--- src/core/scsi_msg_pkg.sv ---
package scsi_msg_pkg;
    // message codes
    localparam logic [7:0] MSG_RESTORE = 8'h03;
    localparam logic [7:0] MSG_SAVE_PTR = 8'h02;
    localparam logic [7:0] MSG_DISCONNECT = 8'h04;
    localparam logic [7:0] MSG_INIT_ERR = 8'h05;
    localparam logic [7:0] MSG_REJECT = 8'h07;
    localparam logic [7:0] MSG_NOP = 8'h08;
    localparam logic [7:0] MSG_PARITY_ERR = 8'h09;
    localparam logic [7:0] MSG_LINKED_DONE = 8'h0A;
    localparam logic [7:0] MSG_WIDE_RESIDUE = 8'h23;
    localparam logic [7:0] RESIDUE_UPPER = 8'h01;
    // identify byte layout
    localparam int IDENT_BIT = 7;
    localparam int GRANT_BIT = 6;
    localparam int LUN_W = 6;
    // timing
    localparam int CLK_NS = 5;
    localparam int DISC_DELAY_NS = 1000;
    localparam int HOLD_W = 16;
    localparam logic [HOLD_W-1:0] DISC_DELAY_CYC =
        HOLD_W'((DISC_DELAY_NS + CLK_NS - 1) / CLK_NS);

    typedef enum logic [1:0] {
        PH_FREE = 2'b00,
        PH_MSGOUT = 2'b01,
        PH_MSGIN = 2'b10,
        PH_OTHER = 2'b11
    } phase_e;
endpackage : scsi_msg_pkg

--- src/core/scsi_msg_if.sv ---
`timescale 1ns/10ps
interface scsi_msg_if;
    import scsi_msg_pkg::*;
    logic bsy;
    phase_e phase;
    logic req;
    logic [7:0] tgtData;
    logic ack;
    logic atn;
    logic [7:0] iniData;

    modport target (
        output bsy, phase, req, tgtData,
        input ack, atn, iniData
    );
    modport initiator (
        input bsy, phase, req, tgtData,
        output ack, atn, iniData
    );
endinterface : scsi_msg_if

--- src/core/link_byte_hs.sv ---
`timescale 1ns/10ps
module link_byte_hs import scsi_msg_pkg::*; (
    // clock and reset
    input wire logic clk,
    input wire logic rst_n,
    // command
    input wire logic start,
    input wire logic [7:0] txByte,
    // link
    input wire logic linkAck,
    input wire logic linkAtn,
    input wire logic [7:0] linkData,
    output logic linkReq,
    output logic [7:0] txData,
    // result
    output logic done,
    output logic [7:0] rxByte,
    output logic atnAtAck
);
    typedef enum logic [1:0] {
        HS_IDLE = 2'b00,
        HS_REQ = 2'b01,
        HS_REL = 2'b10
    } hs_e;

    hs_e st_q;

    // four-phase req/ack
    always_ff @(posedge clk) begin
        if (!rst_n) begin
            st_q <= HS_IDLE;
            linkReq <= 1'b0;
        end else begin
            case (st_q)
                HS_IDLE: begin
                    if (start) begin
                        linkReq <= 1'b1;
                        st_q <= HS_REQ;
                    end
                end
                HS_REQ: begin
                    if (linkAck) begin
                        linkReq <= 1'b0;
                        st_q <= HS_REL;
                    end
                end
                HS_REL: begin
                    if (!linkAck) begin
                        st_q <= HS_IDLE;
                    end
                end
                default: st_q <= HS_IDLE;
            endcase
        end
    end

    always_ff @(posedge clk) begin
        if (!rst_n) begin
            done <= 1'b0;
        end else begin
            done <= (st_q == HS_REL) && !linkAck;
        end
    end

    // byte and attention sampled at ack
    always_ff @(posedge clk) begin
        if (!rst_n) begin
            txData <= 8'h00;
            rxByte <= 8'h00;
            atnAtAck <= 1'b0;
        end else begin
            if (start && st_q == HS_IDLE) begin
                txData <= txByte;
            end
            if (st_q == HS_REQ && linkAck) begin
                rxByte <= linkData;
                atnAtAck <= linkAtn;
            end
        end
    end
endmodule : link_byte_hs

--- src/core/scsi_msg_target.sv ---
// Behaviour
// - initiator drops attention before last acknowledge
// - codes 80h to FFh are IDENTIFY
// - DISCONNECT without attention, then release BSY
// - split transfers end with save then disconnect
// - no DISCONNECT under information unit agreement
// - initiator DISCONNECT: send disconnect or release BSY
// - hold off arbitration for the larger delay
// - reject DISCONNECT when disabled or unable
// - IDENTIFY: bit7 one, bit6 grant, low LUN
// - no grant, no disconnect; sent grant zero
// - BUSY status when ungranted and reconnect needed
// - changed LUN in IDENTIFY forces bus free
// - initiator restores pointers after reconnect identify
// - selection identification succeeds without errors
// - reselection identification succeeds without attention
// - send wide residue right after data-in
// - wide residue is 23h then 01h
// - error recovery restores saved pointers
// - initiator resets pointers after linked completion
// - parity error message without attention: bus free
// - parity retry resends whole message-in message
// - reject interlock, unsolicited reject rejected
`timescale 1ns/10ps
module scsi_msg_target import scsi_msg_pkg::*; (
    // clock and reset
    input wire logic clk,
    input wire logic rst_n,
    // link
    scsi_msg_if.target link,
    // connection requests
    input wire logic selected,
    input wire logic reselect,
    input wire logic [LUN_W-1:0] reselLun,
    // commands
    input wire logic cmdDisconnect,
    input wire logic cmdResidue,
    input wire logic cmdLinkedDone,
    // configuration
    input wire logic iuMode,
    input wire logic discEnable,
    input wire logic canDisconnect,
    input wire logic pendingTasks,
    input wire logic needReconnect,
    input wire logic [HOLD_W-1:0] physLimit,
    // status
    output logic nexusValid_q,
    output logic [LUN_W-1:0] nexusLun_q,
    output logic grantFlag_q,
    output logic busyStatus_q,
    output logic identOk_q,
    output logic ptrRestore_q,
    output logic unexpFree_q,
    output logic cmdRefused_q,
    output logic arbBlocked_q
);
    typedef enum logic [2:0] {
        T_FREE = 3'b000,
        T_HOLD = 3'b001,
        T_CONN = 3'b010,
        T_OUT = 3'b011,
        T_OUTW = 3'b100,
        T_IN = 3'b101,
        T_INW = 3'b110
    } tstate_e;

    tstate_e st_q;
    logic [7:0] msg0_q, msg1_q, txByte_q;
    logic msgLen2_q, idx_q, freeAfter_q, msgAtn_q, resel_q, hsStart_q;
    logic [HOLD_W-1:0] holdCnt_q;
    logic hsDone, hsAtn;
    logic [7:0] rxByte;
    // decoded action
    logic actSend, actLen2, actFree, actRelease, actResend;
    logic actIdent, actBad, actRestore, actRefuse;
    logic [7:0] actB0, actB1;
    logic [HOLD_W-1:0] holdLoad;

    link_byte_hs hs (
        .clk(clk),
        .rst_n(rst_n),
        .start(hsStart_q),
        .txByte(txByte_q),
        .linkAck(link.ack),
        .linkAtn(link.atn),
        .linkData(link.iniData),
        .linkReq(link.req),
        .txData(link.tgtData),
        .done(hsDone),
        .rxByte(rxByte),
        .atnAtAck(hsAtn)
    );

    assign holdLoad = (physLimit > DISC_DELAY_CYC) ? physLimit
                                                  : DISC_DELAY_CYC;

    always_comb begin
        actSend = 1'b0;
        actLen2 = 1'b0;
        actFree = 1'b0;
        actRelease = 1'b0;
        actResend = 1'b0;
        actIdent = 1'b0;
        actBad = 1'b0;
        actRestore = 1'b0;
        actRefuse = 1'b0;
        actB0 = MSG_REJECT;
        actB1 = MSG_DISCONNECT;
        if (st_q == T_OUTW && hsDone) begin
            if (rxByte[IDENT_BIT]) begin
                if (nexusValid_q && rxByte[LUN_W-1:0] != nexusLun_q) begin
                    actRelease = 1'b1;
                    actBad = 1'b1;
                end else begin
                    actIdent = 1'b1;
                end
            end else begin
                case (rxByte)
                    MSG_DISCONNECT: begin
                        if (discEnable && canDisconnect && grantFlag_q) begin
                            if (iuMode) begin
                                actRelease = 1'b1;
                            end else begin
                                actSend = 1'b1;
                                actLen2 = 1'b1;
                                actFree = 1'b1;
                                actB0 = MSG_SAVE_PTR;
                            end
                        end else begin
                            actSend = 1'b1;
                        end
                    end
                    MSG_PARITY_ERR: begin
                        if (msgAtn_q) begin
                            actResend = 1'b1;
                        end else begin
                            actRelease = 1'b1;
                            actBad = 1'b1;
                        end
                    end
                    MSG_REJECT: begin
                        actSend = !msgAtn_q;
                    end
                    MSG_INIT_ERR: begin
                        actSend = 1'b1;
                        actB0 = MSG_RESTORE;
                        actRestore = 1'b1;
                    end
                    MSG_NOP: begin
                        actSend = 1'b0;
                    end
                    default: actSend = 1'b1;
                endcase
            end
        end else if (st_q == T_CONN) begin
            if (cmdDisconnect) begin
                if (iuMode || !grantFlag_q) begin
                    actRefuse = 1'b1;
                end else begin
                    actSend = 1'b1;
                    actLen2 = 1'b1;
                    actFree = 1'b1;
                    actB0 = MSG_SAVE_PTR;
                end
            end else if (cmdResidue) begin
                if (iuMode) begin
                    actRefuse = 1'b1;
                end else begin
                    actSend = 1'b1;
                    actLen2 = 1'b1;
                    actB0 = MSG_WIDE_RESIDUE;
                    actB1 = RESIDUE_UPPER;
                end
            end else if (cmdLinkedDone) begin
                actSend = 1'b1;
                actB0 = MSG_LINKED_DONE;
            end
        end
    end

    always_ff @(posedge clk) begin
        if (!rst_n) begin
            st_q <= T_FREE;
            link.bsy <= 1'b0;
            link.phase <= PH_FREE;
            msg0_q <= 8'h00;
            msg1_q <= 8'h00;
            msgLen2_q <= 1'b0;
            idx_q <= 1'b0;
            freeAfter_q <= 1'b0;
            msgAtn_q <= 1'b0;
            resel_q <= 1'b0;
            hsStart_q <= 1'b0;
            txByte_q <= 8'h00;
            holdCnt_q <= '0;
        end else begin
            hsStart_q <= 1'b0;
            case (st_q)
                T_FREE: begin
                    if (selected) begin
                        link.bsy <= 1'b1;
                        link.phase <= PH_MSGOUT;
                        st_q <= T_OUT;
                    end else if (reselect) begin
                        msg0_q <= {1'b1, 1'b0, reselLun};
                        msgLen2_q <= 1'b0;
                        freeAfter_q <= 1'b0;
                        resel_q <= 1'b1;
                        idx_q <= 1'b0;
                        msgAtn_q <= 1'b0;
                        link.bsy <= 1'b1;
                        link.phase <= PH_MSGIN;
                        st_q <= T_IN;
                    end
                end
                T_HOLD: begin
                    if (holdCnt_q == '0) begin
                        st_q <= T_FREE;
                    end else begin
                        holdCnt_q <= holdCnt_q - 1'b1;
                    end
                end
                T_CONN: begin
                    if (actSend) begin
                        msg0_q <= actB0;
                        msg1_q <= actB1;
                        msgLen2_q <= actLen2;
                        freeAfter_q <= actFree;
                        idx_q <= 1'b0;
                        msgAtn_q <= 1'b0;
                        link.phase <= PH_MSGIN;
                        st_q <= T_IN;
                    end else if (link.atn) begin
                        link.phase <= PH_MSGOUT;
                        st_q <= T_OUT;
                    end
                end
                T_OUT: begin
                    hsStart_q <= 1'b1;
                    st_q <= T_OUTW;
                end
                T_OUTW: begin
                    if (hsDone) begin
                        if (actRelease) begin
                            link.bsy <= 1'b0;
                            link.phase <= PH_FREE;
                            holdCnt_q <= holdLoad;
                            st_q <= T_HOLD;
                        end else if (actSend || actResend) begin
                            if (actSend) begin
                                msg0_q <= actB0;
                                msg1_q <= actB1;
                                msgLen2_q <= actLen2;
                                freeAfter_q <= actFree;
                            end
                            idx_q <= 1'b0;
                            msgAtn_q <= 1'b0;
                            link.phase <= PH_MSGIN;
                            st_q <= T_IN;
                        end else if (hsAtn) begin
                            st_q <= T_OUT;
                        end else begin
                            link.phase <= PH_OTHER;
                            st_q <= T_CONN;
                        end
                    end
                end
                T_IN: begin
                    txByte_q <= idx_q ? msg1_q : msg0_q;
                    hsStart_q <= 1'b1;
                    st_q <= T_INW;
                end
                T_INW: begin
                    if (hsDone) begin
                        msgAtn_q <= msgAtn_q | hsAtn;
                        if (msgLen2_q && !idx_q) begin
                            idx_q <= 1'b1;
                            st_q <= T_IN;
                        end else begin
                            resel_q <= 1'b0;
                            if (freeAfter_q && !(msgAtn_q | hsAtn)) begin
                                link.bsy <= 1'b0;
                                link.phase <= PH_FREE;
                                holdCnt_q <= holdLoad;
                                st_q <= T_HOLD;
                            end else if (link.atn) begin
                                link.phase <= PH_MSGOUT;
                                st_q <= T_OUT;
                            end else begin
                                link.phase <= PH_OTHER;
                                st_q <= T_CONN;
                            end
                        end
                    end
                end
                default: st_q <= T_FREE;
            endcase
        end
    end

    // nexus bookkeeping
    always_ff @(posedge clk) begin
        if (!rst_n) begin
            nexusValid_q <= 1'b0;
            nexusLun_q <= '0;
            grantFlag_q <= 1'b0;
        end else if (st_q == T_HOLD || st_q == T_FREE) begin
            nexusValid_q <= (st_q == T_FREE) && reselect;
            if (st_q == T_FREE && reselect) begin
                nexusLun_q <= reselLun;
            end
        end else if (actIdent) begin
            nexusValid_q <= 1'b1;
            nexusLun_q <= rxByte[LUN_W-1:0];
            grantFlag_q <= rxByte[GRANT_BIT];
        end
    end

    // event pulses and status
    always_ff @(posedge clk) begin
        if (!rst_n) begin
            identOk_q <= 1'b0;
            ptrRestore_q <= 1'b0;
            unexpFree_q <= 1'b0;
            cmdRefused_q <= 1'b0;
            busyStatus_q <= 1'b0;
            arbBlocked_q <= 1'b0;
        end else begin
            identOk_q <= actIdent || (st_q == T_INW && hsDone && resel_q
                                      && !hsAtn);
            ptrRestore_q <= actRestore || (st_q == T_FREE && reselect);
            unexpFree_q <= actBad;
            cmdRefused_q <= actRefuse;
            busyStatus_q <= nexusValid_q && !grantFlag_q && pendingTasks
                            && needReconnect;
            arbBlocked_q <= (st_q == T_HOLD) && (holdCnt_q != '0);
        end
    end
endmodule : scsi_msg_target

--- src/flat_wrapper.sv ---
// flat-port wrapper written by rule: the top's interface ports become plain ports
module scsi_msg_target_flat import scsi_msg_pkg::*;
  (clk, rst_n, selected, reselect, reselLun, cmdDisconnect, cmdResidue, cmdLinkedDone, iuMode, discEnable, canDisconnect, pendingTasks, needReconnect, physLimit, nexusValid_q, nexusLun_q, grantFlag_q, busyStatus_q, identOk_q, ptrRestore_q, unexpFree_q, cmdRefused_q, arbBlocked_q, link_bsy, link_phase, link_req, link_tgtData, link_ack, link_atn, link_iniData);
  scsi_msg_if link_i ();
  input wire logic clk;
  input wire logic rst_n;
  input wire logic selected;
  input wire logic reselect;
  input wire logic [LUN_W-1:0] reselLun;
  input wire logic cmdDisconnect;
  input wire logic cmdResidue;
  input wire logic cmdLinkedDone;
  input wire logic iuMode;
  input wire logic discEnable;
  input wire logic canDisconnect;
  input wire logic pendingTasks;
  input wire logic needReconnect;
  input wire logic [HOLD_W-1:0] physLimit;
  output logic nexusValid_q;
  output logic [LUN_W-1:0] nexusLun_q;
  output logic grantFlag_q;
  output logic busyStatus_q;
  output logic identOk_q;
  output logic ptrRestore_q;
  output logic unexpFree_q;
  output logic cmdRefused_q;
  output logic arbBlocked_q;
  output wire logic [$bits(link_i.bsy)-1:0] link_bsy;
  output wire logic [$bits(link_i.phase)-1:0] link_phase;
  output wire logic [$bits(link_i.req)-1:0] link_req;
  output wire logic [$bits(link_i.tgtData)-1:0] link_tgtData;
  input wire logic [$bits(link_i.ack)-1:0] link_ack;
  input wire logic [$bits(link_i.atn)-1:0] link_atn;
  input wire logic [$bits(link_i.iniData)-1:0] link_iniData;
  assign link_bsy = link_i.bsy;
  assign link_phase = link_i.phase;
  assign link_req = link_i.req;
  assign link_tgtData = link_i.tgtData;
  assign link_i.ack = link_ack;
  assign link_i.atn = link_atn;
  assign link_i.iniData = link_iniData;
  scsi_msg_target u_core (.clk(clk), .rst_n(rst_n), .link(link_i), .selected(selected), .reselect(reselect), .reselLun(reselLun), .cmdDisconnect(cmdDisconnect), .cmdResidue(cmdResidue), .cmdLinkedDone(cmdLinkedDone), .iuMode(iuMode), .discEnable(discEnable), .canDisconnect(canDisconnect), .pendingTasks(pendingTasks), .needReconnect(needReconnect), .physLimit(physLimit), .nexusValid_q(nexusValid_q), .nexusLun_q(nexusLun_q), .grantFlag_q(grantFlag_q), .busyStatus_q(busyStatus_q), .identOk_q(identOk_q), .ptrRestore_q(ptrRestore_q), .unexpFree_q(unexpFree_q), .cmdRefused_q(cmdRefused_q), .arbBlocked_q(arbBlocked_q));
endmodule
--- config.mk ---
export PLATFORM = sky130hd
export DESIGN_NAME = scsi_msg_target_flat
export DESIGN_NICKNAME = d
export VERILOG_FILES = /design/src/core/scsi_msg_pkg.sv /design/src/core/scsi_msg_if.sv /design/src/core/link_byte_hs.sv /design/src/core/scsi_msg_target.sv /design/src/flat_wrapper.sv
export SDC_FILE = /design/constraint.sdc
export NUM_CORES = 1
export LEC_CHECK = 0
export ABC_CLOCK_PERIOD_IN_PS = 2900
export BUFFER_PORTS_ARGS = -buffer_cell sky130_fd_sc_hd__buf_2
export CORE_UTILIZATION = 34
export CTS_CLUSTER_SIZE = 24
export DETAILED_ROUTE_END_ITERATION = 7
export PLACE_DENSITY = 0.55
export RECOVER_POWER = 50
export SLEW_MARGIN = 20
export SYNTH_ARGS = -nofsm -noshare
export SYNTH_HDL_FRONTEND = slang
export SYNTH_SLANG_ARGS = --single-unit
export TNS_END_PERCENT = 100
--- constraint.sdc ---
create_clock -name clk -period 2.9 [get_ports clk]
set_input_delay 0.29 -clock clk [delete_from_list [all_inputs] [get_ports clk]]
set_output_delay 0.29 -clock clk [all_outputs]
set_load 0.02 [all_outputs]
==> metrics.md, run 1 <==
| Metric | Value |
|---|---|
| Register area share after synthesis | `36.9%` |
| Ys Warns | `0` |
| Status | `finished with violations` |
| Drt wl/cell | `16.1 µm` |
| Die Footprint | `12,900 µm²` |
| Cts hold-fix bufs | `0` |
| Hold Path Depth | `2` |
| Power density over cell area | `1140 nW/µm²` |
| 1st-iter DRT viols | `303` |
| Largest cells by area after synthesis | `dfxtp_1 37%, mux2i_1 5.4%, nand2_1 5.2%` |
| RSZ-0062 raised after global routing | `false` |
| Layout area overhead | `18.3%` |
| WS Path Type | `flip-flop to flip-flop` |
| Horiz. Die Dim | `114 µm` |
| Setup crit end kind | `flip-flop` |
| Top cell type's share of synthesized area | `36.9%` |
| Largest area contributor in the netlist | `dfxtp_1` |
| CTS tree | `done` |
| Count of different cell masters after synthesis | `68` |
| Max frequency | `0.379 GHz` |
| Routed Antenna Nets | `0` |
| Worst Hold Class | `primary input to flip-flop` |
| Worst hold start | `link_ack` |
| Layout cells sized above 1 | `14.1%` |
| Slew Limit Fails | `45` |
| I/O pin cnt | `70` |
| First-pass GRT wire length | `19.7 mm` |
| IO Port Bufs | `68` |
| Post-Route WL | `12.1 mm` |
| Remaining Overflow, GRT | `0` |
| CTS max path bufs | `2` |
| Initial core utilization | `35.1%` |
| DRC Markers | `0` |
| Leak | `1.97 nW` |
| Reg clk slew, reported paths | `60 ps` |
| Fin crit share | `90.9%` |
| Mapped Area | `4230 µm²` |
| Clk sinks | `78` |
| Worst vdd ir | `825 µV` |
| Worst rel slew slack | `-16.4%` |
| Vias in the first global route | `3,737` |
| DR pass1 iterations | `5` |
| Vias | `4,025` |
| Routing usage on met2 | `31.2%` |
| GP Congestion | `0.833` |
| Post-CTS setup buffer count | `0` |
| Data arrival, critical path | `2860 ps` |
| Final setup margin | `263 ps` |
| Number of synthesized flops with an enable pin | `0` |
| Max Cap Viol | `1` |
| Worst R2R Setup Slack | `260 ps` |
| Top_reg_cell synth | `dfxtp_1` |
| WP data required | `3120 ps` |
| Most numerous cell in the Yosys netlist | `dfxtp_1` |
| Seq cells post-synth | `78` |
| Synth async-reset ratio | `0%` |
| Failing checks | `max-capacitance violations, max-slew violations` |
| Maximum fanout along the worst path | `23` |
| Hpwl dp | `8.69 mm` |
| Ant diodes | `0` |
| TritonCTS Buffers | `9` |
| Seq. cell area | `1560 µm²` |
| Post-CTS Resized | `0` |
| Measured slew at the worst slew-check pin | `1750 ps` |
| Htree depth | `3` |
| Worst clock skew | `6.14 ps` |
| Gr busiest metal | `met2` |
| Met3 Usage GRT | `4.09%` |
| Final setup fails | `0` |
| Sum Neg Setup Slack | `0 ps` |
| Root Driver | `clkbuf_16` |
| Tmin final | `2640 ps` |
| Worst reg2reg path depth | `7` |
| GRT Overall Usage | `19.4%` |
| Clock latency at the later pin of the worst-skew pair | `340 ps` |
| Routed vias/inst | `5.37` |
| FF-to-FF End | `u_core.holdCnt_q[15]` |
| Pin count of the biggest net entering global routing | `45` |
| Die H | `114 µm` |
| Met1 Use GR | `26.2%` |
| Pre-CTS setup slack | `280 ps` |
| # fillers | `1,253` |
| Initial antenna violation count | `0` |
| Hold EP | `u_core.hs.done` |
| Critical path startpoint category | `flip-flop` |
| Nets | `621` |
| Syn Inst Count | `518` |
| Post-synth top cells | `78 x dfxtp_1, 59 x nand2_1, 36 x nor2_1` |
| Final Hold Viols | `0` |
| Crit Reg-Reg Startpoint | `u_core.hs.rxByte[0]` |
| Area of the multi-input gates | `2490 µm²` |
| Syn nets | `563` |
| Mean Syn Cell Area | `8.17 µm²` |
| Core Region | `12,100 µm²` |
| # rows | `40` |
## cells by family after synthesis
group	after synthesis	synth area share [%]
fa+ha+maj	1	0.296
simple gates	205	26.0
buf+inv	47	4.41
xor+xnor	10	2.07
mux	24	5.71
flops	78	36.9
compound gates	152	24.6
other cells	1	0.0886
## flip-flops by register name (all words and copies together) (netlist names), 2 cells and up
| name | flops |
|---|---|
| u_core.msg1_q | 2 |
| u_core.txByte_q | 7 |
| u_core.hs.txData | 7 |
| u_core.st_q | 3 |
| u_core.msg0_q | 7 |
| u_core.link.phase | 2 |
| u_core.nexusLun_q | 6 |
| u_core.holdCnt_q | 16 |
| u_core.hs.st_q | 2 |
| u_core.hs.rxByte | 8 |
## power breakdown
group	switching, mW	internal [mW]
Combinational	1.82	1.22
Clock	0.482	0.676
Sequential	0.211	1.29
## per-stage QoR
stage | instance area, µm² | hold WS [ps] | total power, mW | util (%) | instances
after detailed placement | 4740 | 443 | 4.52 | 39.3 | 733
after global placement | 4740 | 443 | 4.50 | 39.3 | 733
after global routing | 5010 | 154 | 6.19 | 41.5 | 749
after floorplan | 4230 | 368 | 3.69 | - | 518
after CTS | 5050 | 152 | 5.71 | 41.9 | 749
final | 5010 | 163 | 5.69 | 41.5 | 749
## per-layer routing
metal	up-vias	share of wire [%]
met2	98	46
met1	1931	48
met5	-	0
li1	1984	-
met4	0	1.3
met3	12	4.1
## cell usage in the layout (no fill, tap or decap), drive strengths merged, types with 8 or more instances in the layout
master	synthesis	final
nand3	17	17
o21ai	48	48
nor2b	35	35
dfxtp	78	78
nand2	59	59
nor2	36	36
o31ai	8	8
a21oi	28	28
buf	8	52
a21boi	8	8
nor3	8	8
o211ai	10	10
and3	8	8
mux2i	23	23
inv	13	15
nor3b	10	10
clkbuf	26	38
## how the worst max path moves through the flow
stage,start,to,slack [ps],cells past startpoint
2_1_floorplan,u_core.hs.rxByte[0],u_core.link.phase[0],810,8
3_3_place_gp,u_core.hs.rxByte[0],u_core.holdCnt_q[15],340,7
3_5_place_dp,u_core.hs.rxByte[0],u_core.holdCnt_q[15],280,7
4_1_cts,u_core.hs.rxByte[0],u_core.holdCnt_q[7],280,7
5_1_grt,u_core.hs.rxByte[3],u_core.holdCnt_q[7],30,7
6_report,u_core.hs.rxByte[0],u_core.holdCnt_q[15],260,7
## worst max-delay path: stages (launching register included)
cell	delay [ps]
dfxtp_1	510
xnor2_1	170
nand4_1	100
o31ai_1	430
a211oi_4	170
o21ai_2	770
nor2_1	110
o221a_1	250
## cell type report
cell class | instances | share of cell area (%)
Inverter | 13 | 0.975
Multi-Input combinational cell | 393 | 49.7
Clock inverter | 7 | 1.60
Sequential cell | 78 | 31.2
Timing Repair Buffer | 81 | 7.87
Clock buffer | 9 | 4.50
Tap cell | 168 | 4.20
(Power assumes the default switching activity.)
==> run 2: changes to the inputs <==
--- a/config.mk
+++ b/config.mk
@@ -10,7 +10,6 @@
 export CORE_UTILIZATION = 34
 export CTS_CLUSTER_SIZE = 24
 export DETAILED_ROUTE_END_ITERATION = 7
-export PLACE_DENSITY = 0.55
 export RECOVER_POWER = 50
 export SLEW_MARGIN = 20
 export SYNTH_ARGS = -nofsm -noshare
==> run 2 against run 1 <==
The flow now finishes without violations. Wire length decreased by 3.3%. Global-route usage decreased by 0.43 points. Clock power decreased by 8%. Register-to-register slack improved by 80 ps. Worst hold slack got worse by 2.2 ps. Die area unchanged. Setup slack improved by 80 ps. Final area increased by 0.17%. First-iteration DRC count increased by 14%. Largest cell class unchanged. Largest power group unchanged.
==> metrics.md, run 2 (synthesis results as in run 1) <==
| Metric | Value |
|---|---|
| Fin crit share | `88.2%` |
| Routed vias/inst | `5.42` |
| Worst vdd ir | `1020 µV` |
| Max frequency | `0.391 GHz` |
| Remaining Overflow, GRT | `0` |
| CTS tree | `done` |
| Comb power frac | `54.0%` |
| Worst rel slew slack | `21.0%` |
| IO Port Bufs | `68` |
| Max Cap Viol | `0` |
| RSZ-0062 raised after global routing | `false` |
| Clock share of power | `19.2%` |
| Worst clock skew | `8.71 ps` |
| Hold Path Depth | `2` |
| Pint | `3.10 mW` |
| Commonest non-fill, non-tap cell in the layout | `dfxtp_1` |
| Routed Antenna Nets | `0` |
| Top reg by flops | `u_core.holdCnt_q` |
| Layout area overhead | `18.5%` |
| Ant diodes | `0` |
| WP data required | `3170 ps` |
| Maximum fanout along the worst path | `15` |
| Status | `complete, no violations` |
| Clock latency at the later pin of the worst-skew pair | `340 ps` |
| Hpwl dp | `8.63 mm` |
| Post-CTS Resized | `0` |
| Htree depth | `3` |
| Final setup fails | `0` |
| Measured slew at the worst slew-check pin | `1180 ps` |
| # fillers | `1,238` |
| Tmin final | `2560 ps` |
| Reg clk slew, reported paths | `60 ps` |
| Drt wl/cell | `15.5 µm` |
| Leak | `1.97 nW` |
| Switching power | `2.48 mW` |
| Critical path startpoint category | `flip-flop` |
| DR pass1 iterations | `5` |
| Vias in the first global route | `3,698` |
| Slew Limit Fails | `0` |
| Root Driver | `clkbuf_16` |
| Post-CTS setup buffer count | `0` |
| CTS max path bufs | `2` |
| Pin count of the biggest net entering global routing | `46` |
| TritonCTS Buffers | `9` |
| Crit path launch | `u_core.hs.rxByte[0]` |
| Post-Place Cells | `735` |
| Largest registers in the final layout | `u_core.holdCnt_q x16, u_core.hs.rxByte x8` |
| # rows | `40` |
| Reg power frac | `26.7%` |
| Commonest non-fill, non-tap cells in the layout | `78 x dfxtp_1, 59 x nand2_1, 42 x buf_2, 36 x nor2_1, 34 x nor2b_1` |
| Worst Hold Class | `primary input to flip-flop` |
| Final Hold Viols | `0` |
| GP Congestion | `0.907` |
| Horiz. Die Dim | `114 µm` |
| DRC Markers | `0` |
| First-pass GRT wire length | `19.1 mm` |
| Die H | `114 µm` |
| WS Path Type | `flip-flop to flip-flop` |
| I/O pin cnt | `70` |
| GRT Overall Usage | `19.0%` |
| Setup crit end kind | `flip-flop` |
| Die Footprint | `12,900 µm²` |
| Initial antenna violation count | `0` |
| Sum Neg Setup Slack | `0 ps` |
| Power density over cell area | `1110 nW/µm²` |
| Layout cells sized above 1 | `14.6%` |
| Crit Reg-Reg Startpoint | `u_core.hs.rxByte[0]` |
| Core Region | `12,100 µm²` |
| Count of non-filler cells in the finished layout | `751` |
| Data arrival, critical path | `2830 ps` |
| Largest register FFs | `16` |
| Worst hold start | `link_ack` |
| Nets | `623` |
| Sw Share | `44.4%` |
| Cts hold-fix bufs | `0` |
| Vias | `4,071` |
| 1st-iter DRT viols | `345` |
| Worst reg2reg path depth | `8` |
| Post-Route WL | `11.7 mm` |
| Clk sinks | `78` |
| Initial core utilization | `35.1%` |
-- run 2: critical path: stages, from the launching register on --
cell      delay [ps]
dfxtp_1          510
xnor2_1          170
nand4_1          100
o31ai_1          510
a211oi_4         200
o21ai_2          550
buf_4            280
nand3_1           80
o21ai_1           90
-- run 2: cell type report --
type                            instances  area [µm²]  share of cell area, %
Clock buffer                           10         239                   4.77
Clock inverter                          6        46.3                  0.923
Inverter                               13        48.8                  0.973
Multi-Input combinational cell        393        2480                   49.5
Sequential cell                        78        1560                   31.1
Tap cell                              168         210                   4.19
Timing Repair Buffer                   83         429                   8.56
-- run 2: path summary, 6_finish.rpt --
path,end,slack [ps]
hold reg to reg,u_core.msg0_q[4],450
setup reg to reg,u_core.holdCnt_q[9],340
hold / removal,u_core.hs.done,160
setup / recovery,u_core.holdCnt_q[9],340
-- run 2: through the flow --
step / utilization, % / hold slack, ps / area [µm²] / worst slack (ps) / power [mW]
floorplan: - / 368 / 4230 / 810 / 3.69
global placement: 39.6 / 453 / 4770 / 512 / 4.51
detailed placement: 39.6 / 446 / 4770 / 383 / 4.52
CTS: 41.9 / 150 / 5060 / 358 / 5.62
global route: 41.6 / 177 / 5010 / 189 / 6.01
finish: 41.6 / 161 / 5010 / 342 / 5.57
-- run 2: power by group through the flow --
stage	clock (mW)	sequential, mW	combinational, mW
2_1_floorplan	0	1.52	2.16
3_3_place_gp	0	1.50	3.01
3_5_place_dp	0	1.51	3.01
4_1_cts	1.11	1.49	3.02
5_1_grt	1.15	1.52	3.34
6_report	1.07	1.49	3.01
-- run 2: per-layer routing --
metal	track usage (%)	part of all wire (%)	routed length, µm	vias up
li1	-	-	-	1995
met1	25.0	46	5390	1921
met2	30.1	47	5470	136
met3	3.29	4.8	560	19
met4	8.95	2.2	259	0
met5	0	0	0	-
==> run 3: changes to the inputs <==
--- a/config.mk
+++ b/config.mk
@@ -5,11 +5,12 @@
 export SDC_FILE = /design/constraint.sdc
 export NUM_CORES = 1
 export LEC_CHECK = 0
-export ABC_CLOCK_PERIOD_IN_PS = 2900
+export ABC_CLOCK_PERIOD_IN_PS = 2500
 export BUFFER_PORTS_ARGS = -buffer_cell sky130_fd_sc_hd__buf_2
 export CORE_UTILIZATION = 34
 export CTS_CLUSTER_SIZE = 24
 export DETAILED_ROUTE_END_ITERATION = 7
+export PLACE_DENSITY_LB_ADDON = 0.08
 export RECOVER_POWER = 50
 export SLEW_MARGIN = 20
 export SYNTH_ARGS = -nofsm -noshare
==> constraint.sdc (replaced) <==
create_clock -name clk -period 2.5 [get_ports clk]
set_input_delay 0.25 -clock clk [delete_from_list [all_inputs] [get_ports clk]]
set_output_delay 0.25 -clock clk [all_outputs]
set_load 0.02 [all_outputs]
==> run 3 against run 2 <==
The run now ends with max-capacitance violations, max-slew violations left. Maximum frequency is 12% higher. Utilization is 1.0 points higher. Clock power is 24% higher. Via count is 0.91% higher. Wire length is 6.3% higher. Die area stayed put. Critical path type unchanged. Largest power group unchanged. Highest routed layer unchanged.
==> metrics.md, run 3 (synthesis results as in run 1) <==
| Metric | Value |
|---|---|
| Data arrival, critical path | `2510 ps` |
| Worst vdd ir | `670 µV` |
| Setup crit end kind | `flip-flop` |
| Ant diodes | `0` |
| Hpwl dp | `9.32 mm` |
| Final hold slack | `120 ps` |
| Maximum fanout along the worst path | `9` |
| DR pass1 iterations | `5` |
| IO Port Bufs | `68` |
| Count of non-filler cells in the finished layout | `766` |
| Tmin final | `2290 ps` |
| Sw Share | `43.1%` |
| Initial core utilization | `35.1%` |
| Worst clock skew | `7.00 ps` |
| Clk sinks | `78` |
| Reg power frac | `26.0%` |
| GRT Overall Usage | `20.3%` |
| Fin util | `42.6%` |
| Pin count of the biggest net entering global routing | `40` |
| TritonCTS Buffers | `9` |
| Clock latency at the later pin of the worst-skew pair | `340 ps` |
| CTS max path bufs | `2` |
| Routed vias/inst | `5.36` |
| Routed Antenna Nets | `0` |
| Horiz. Die Dim | `114 µm` |
| Pre-CTS setup slack | `175 ps` |
| Initial antenna violation count | `0` |
| Status | `finished with violations` |
| RSZ-0062 raised after global routing | `false` |
| GP Congestion | `0.905` |
| Worst reg2reg path depth | `7` |
| Reg clk slew, reported paths | `60 ps` |
| Measured slew at the worst slew-check pin | `1600 ps` |
| Remaining Overflow, GRT | `0` |
| Layout cells sized above 1 | `16.2%` |
| Commonest non-fill, non-tap cells in the layout | `78 x dfxtp_1, 59 x nand2_1, 42 x buf_2, 36 x nor2_1, 34 x nor2b_1` |
| Hold Path Depth | `2` |
| Layout area overhead | `21.3%` |
| Worst rel slew slack | `-6.69%` |
| Slew Limit Fails | `40` |
| Switching power | `2.90 mW` |
| 1st-iter DRT viols | `255` |
| Final Hold Viols | `0` |
| Nets | `638` |
| Post-Route WL | `12.4 mm` |
| Max frequency | `0.437 GHz` |
| Drt wl/cell | `16.2 µm` |
| Final Cell Area | `5130 µm²` |
| Placed Area | `4870 µm²` |
| Crit Reg-Reg Startpoint | `u_core.hs.rxByte[6]` |
| Largest register FFs | `16` |
| Critical path startpoint category | `flip-flop` |
| I/O pin cnt | `70` |
| Vias in the first global route | `3,764` |
| Pint | `3.83 mW` |
| Core Region | `12,100 µm²` |
| Commonest non-fill, non-tap cell in the layout | `dfxtp_1` |
| # fillers | `1,259` |
| CTS tree | `done` |
| Top reg by flops | `u_core.holdCnt_q` |
| # rows | `40` |
| Final setup fails | `0` |
| Hold EP | `u_core.hs.done` |
| Htree depth | `3` |
| Comb power frac | `54.2%` |
| Root Driver | `clkbuf_16` |
| Worst R2R Setup Slack | `210 ps` |
| Clock share of power | `19.8%` |
| Vias | `4,108` |
| Max Cap Viol | `1` |
| Fin crit share | `91.6%` |
| Die H | `114 µm` |
| Leak | `2.06 nW` |
| DRC Markers | `0` |
| Worst hold start | `link_ack` |
| Pwr Total | `6.73 mW` |
| Failing checks | `max-capacitance violations, max-slew violations` |
| Sum Neg Setup Slack | `0 ps` |
| Power density over cell area | `1310 nW/µm²` |
| Die Footprint | `12,900 µm²` |
| First-pass GRT wire length | `20.3 mm` |
| Worst Hold Class | `primary input to flip-flop` |
| WS Path Type | `flip-flop to flip-flop` |
| Largest registers in the final layout | `u_core.holdCnt_q x16, u_core.hs.rxByte x8` |
| FF-to-FF End | `u_core.holdCnt_q[10]` |
| Final setup margin | `211 ps` |
| Post-Place Cells | `750` |
| WP data required | `2720 ps` |
-- run 3: cell types whose count changed in the layout (fill, tap and decap cells not counted), sizes merged --
cell,change
clkinv,+1
clkbuf,+3
bufinv,+1
buf,+14
clkinvlp,-4
-- run 3: per-layer routing --
| layer | up-vias | share of wire, % | global-route usage, % |
|---|---|---|---|
| met5 | - | 0 | 0 |
| met4 | 0 | 1.1 | 5.79 |
| met3 | 10 | 5.3 | 4.68 |
| met2 | 112 | 46 | 31.7 |
| met1 | 1958 | 47 | 27.8 |
| li1 | 2028 | - | - |
-- run 3: power by group through the flow --
stage          logic [mW]  clock network (mW)  registers (mW)
2_1_floorplan        2.51                   0            1.77
3_3_place_gp         3.68                   0            1.78
3_5_place_dp         3.64                   0            1.78
4_1_cts              3.66                1.37            1.75
5_1_grt              4.10                1.43            1.79
6_report             3.65                1.33            1.75
-- run 3: critical path, stage by stage, from the launching register on --
cell	delay (ps)
dfxtp_1	340
nor4_4	360
and4bb_2	340
a41oi_2	160
a211oi_4	410
o21bai_2	220
o211ai_1	230
o21ai_1	90
-- run 3: timing repair --
item,CTS,global route
resized for setup,0,1
setup endpoints to repair,0,1
buffers inserted,0,0
hold buffers,0,0
-- run 3: worst max path at each step --
stage,startpoint,to
after detailed placement,u_core.hs.rxByte[6],u_core.holdCnt_q[1]
after global routing,u_core.hs.rxByte[6],u_core.holdCnt_q[10]
after CTS,u_core.hs.rxByte[6],u_core.holdCnt_q[1]
after global placement,u_core.hs.rxByte[6],u_core.holdCnt_q[1]
after floorplan,u_core.hs.rxByte[0],u_core.link.phase[0]
final,u_core.hs.rxByte[6],u_core.holdCnt_q[10]
-- run 3: cell type report --
| cell class | count | area (µm²) | share of cell area (%) |
|---|---|---|---|
| well taps | 168 | 210 | 4.09 |
| clock buffers | 12 | 246 | 4.80 |
| repair buffers | 98 | 526 | 10.2 |
| multi-input cells | 393 | 2490 | 48.4 |
| flip-flops and latches | 78 | 1560 | 30.4 |
| inverters | 13 | 48.8 | 0.950 |
| clock inverters | 4 | 55.1 | 1.07 |
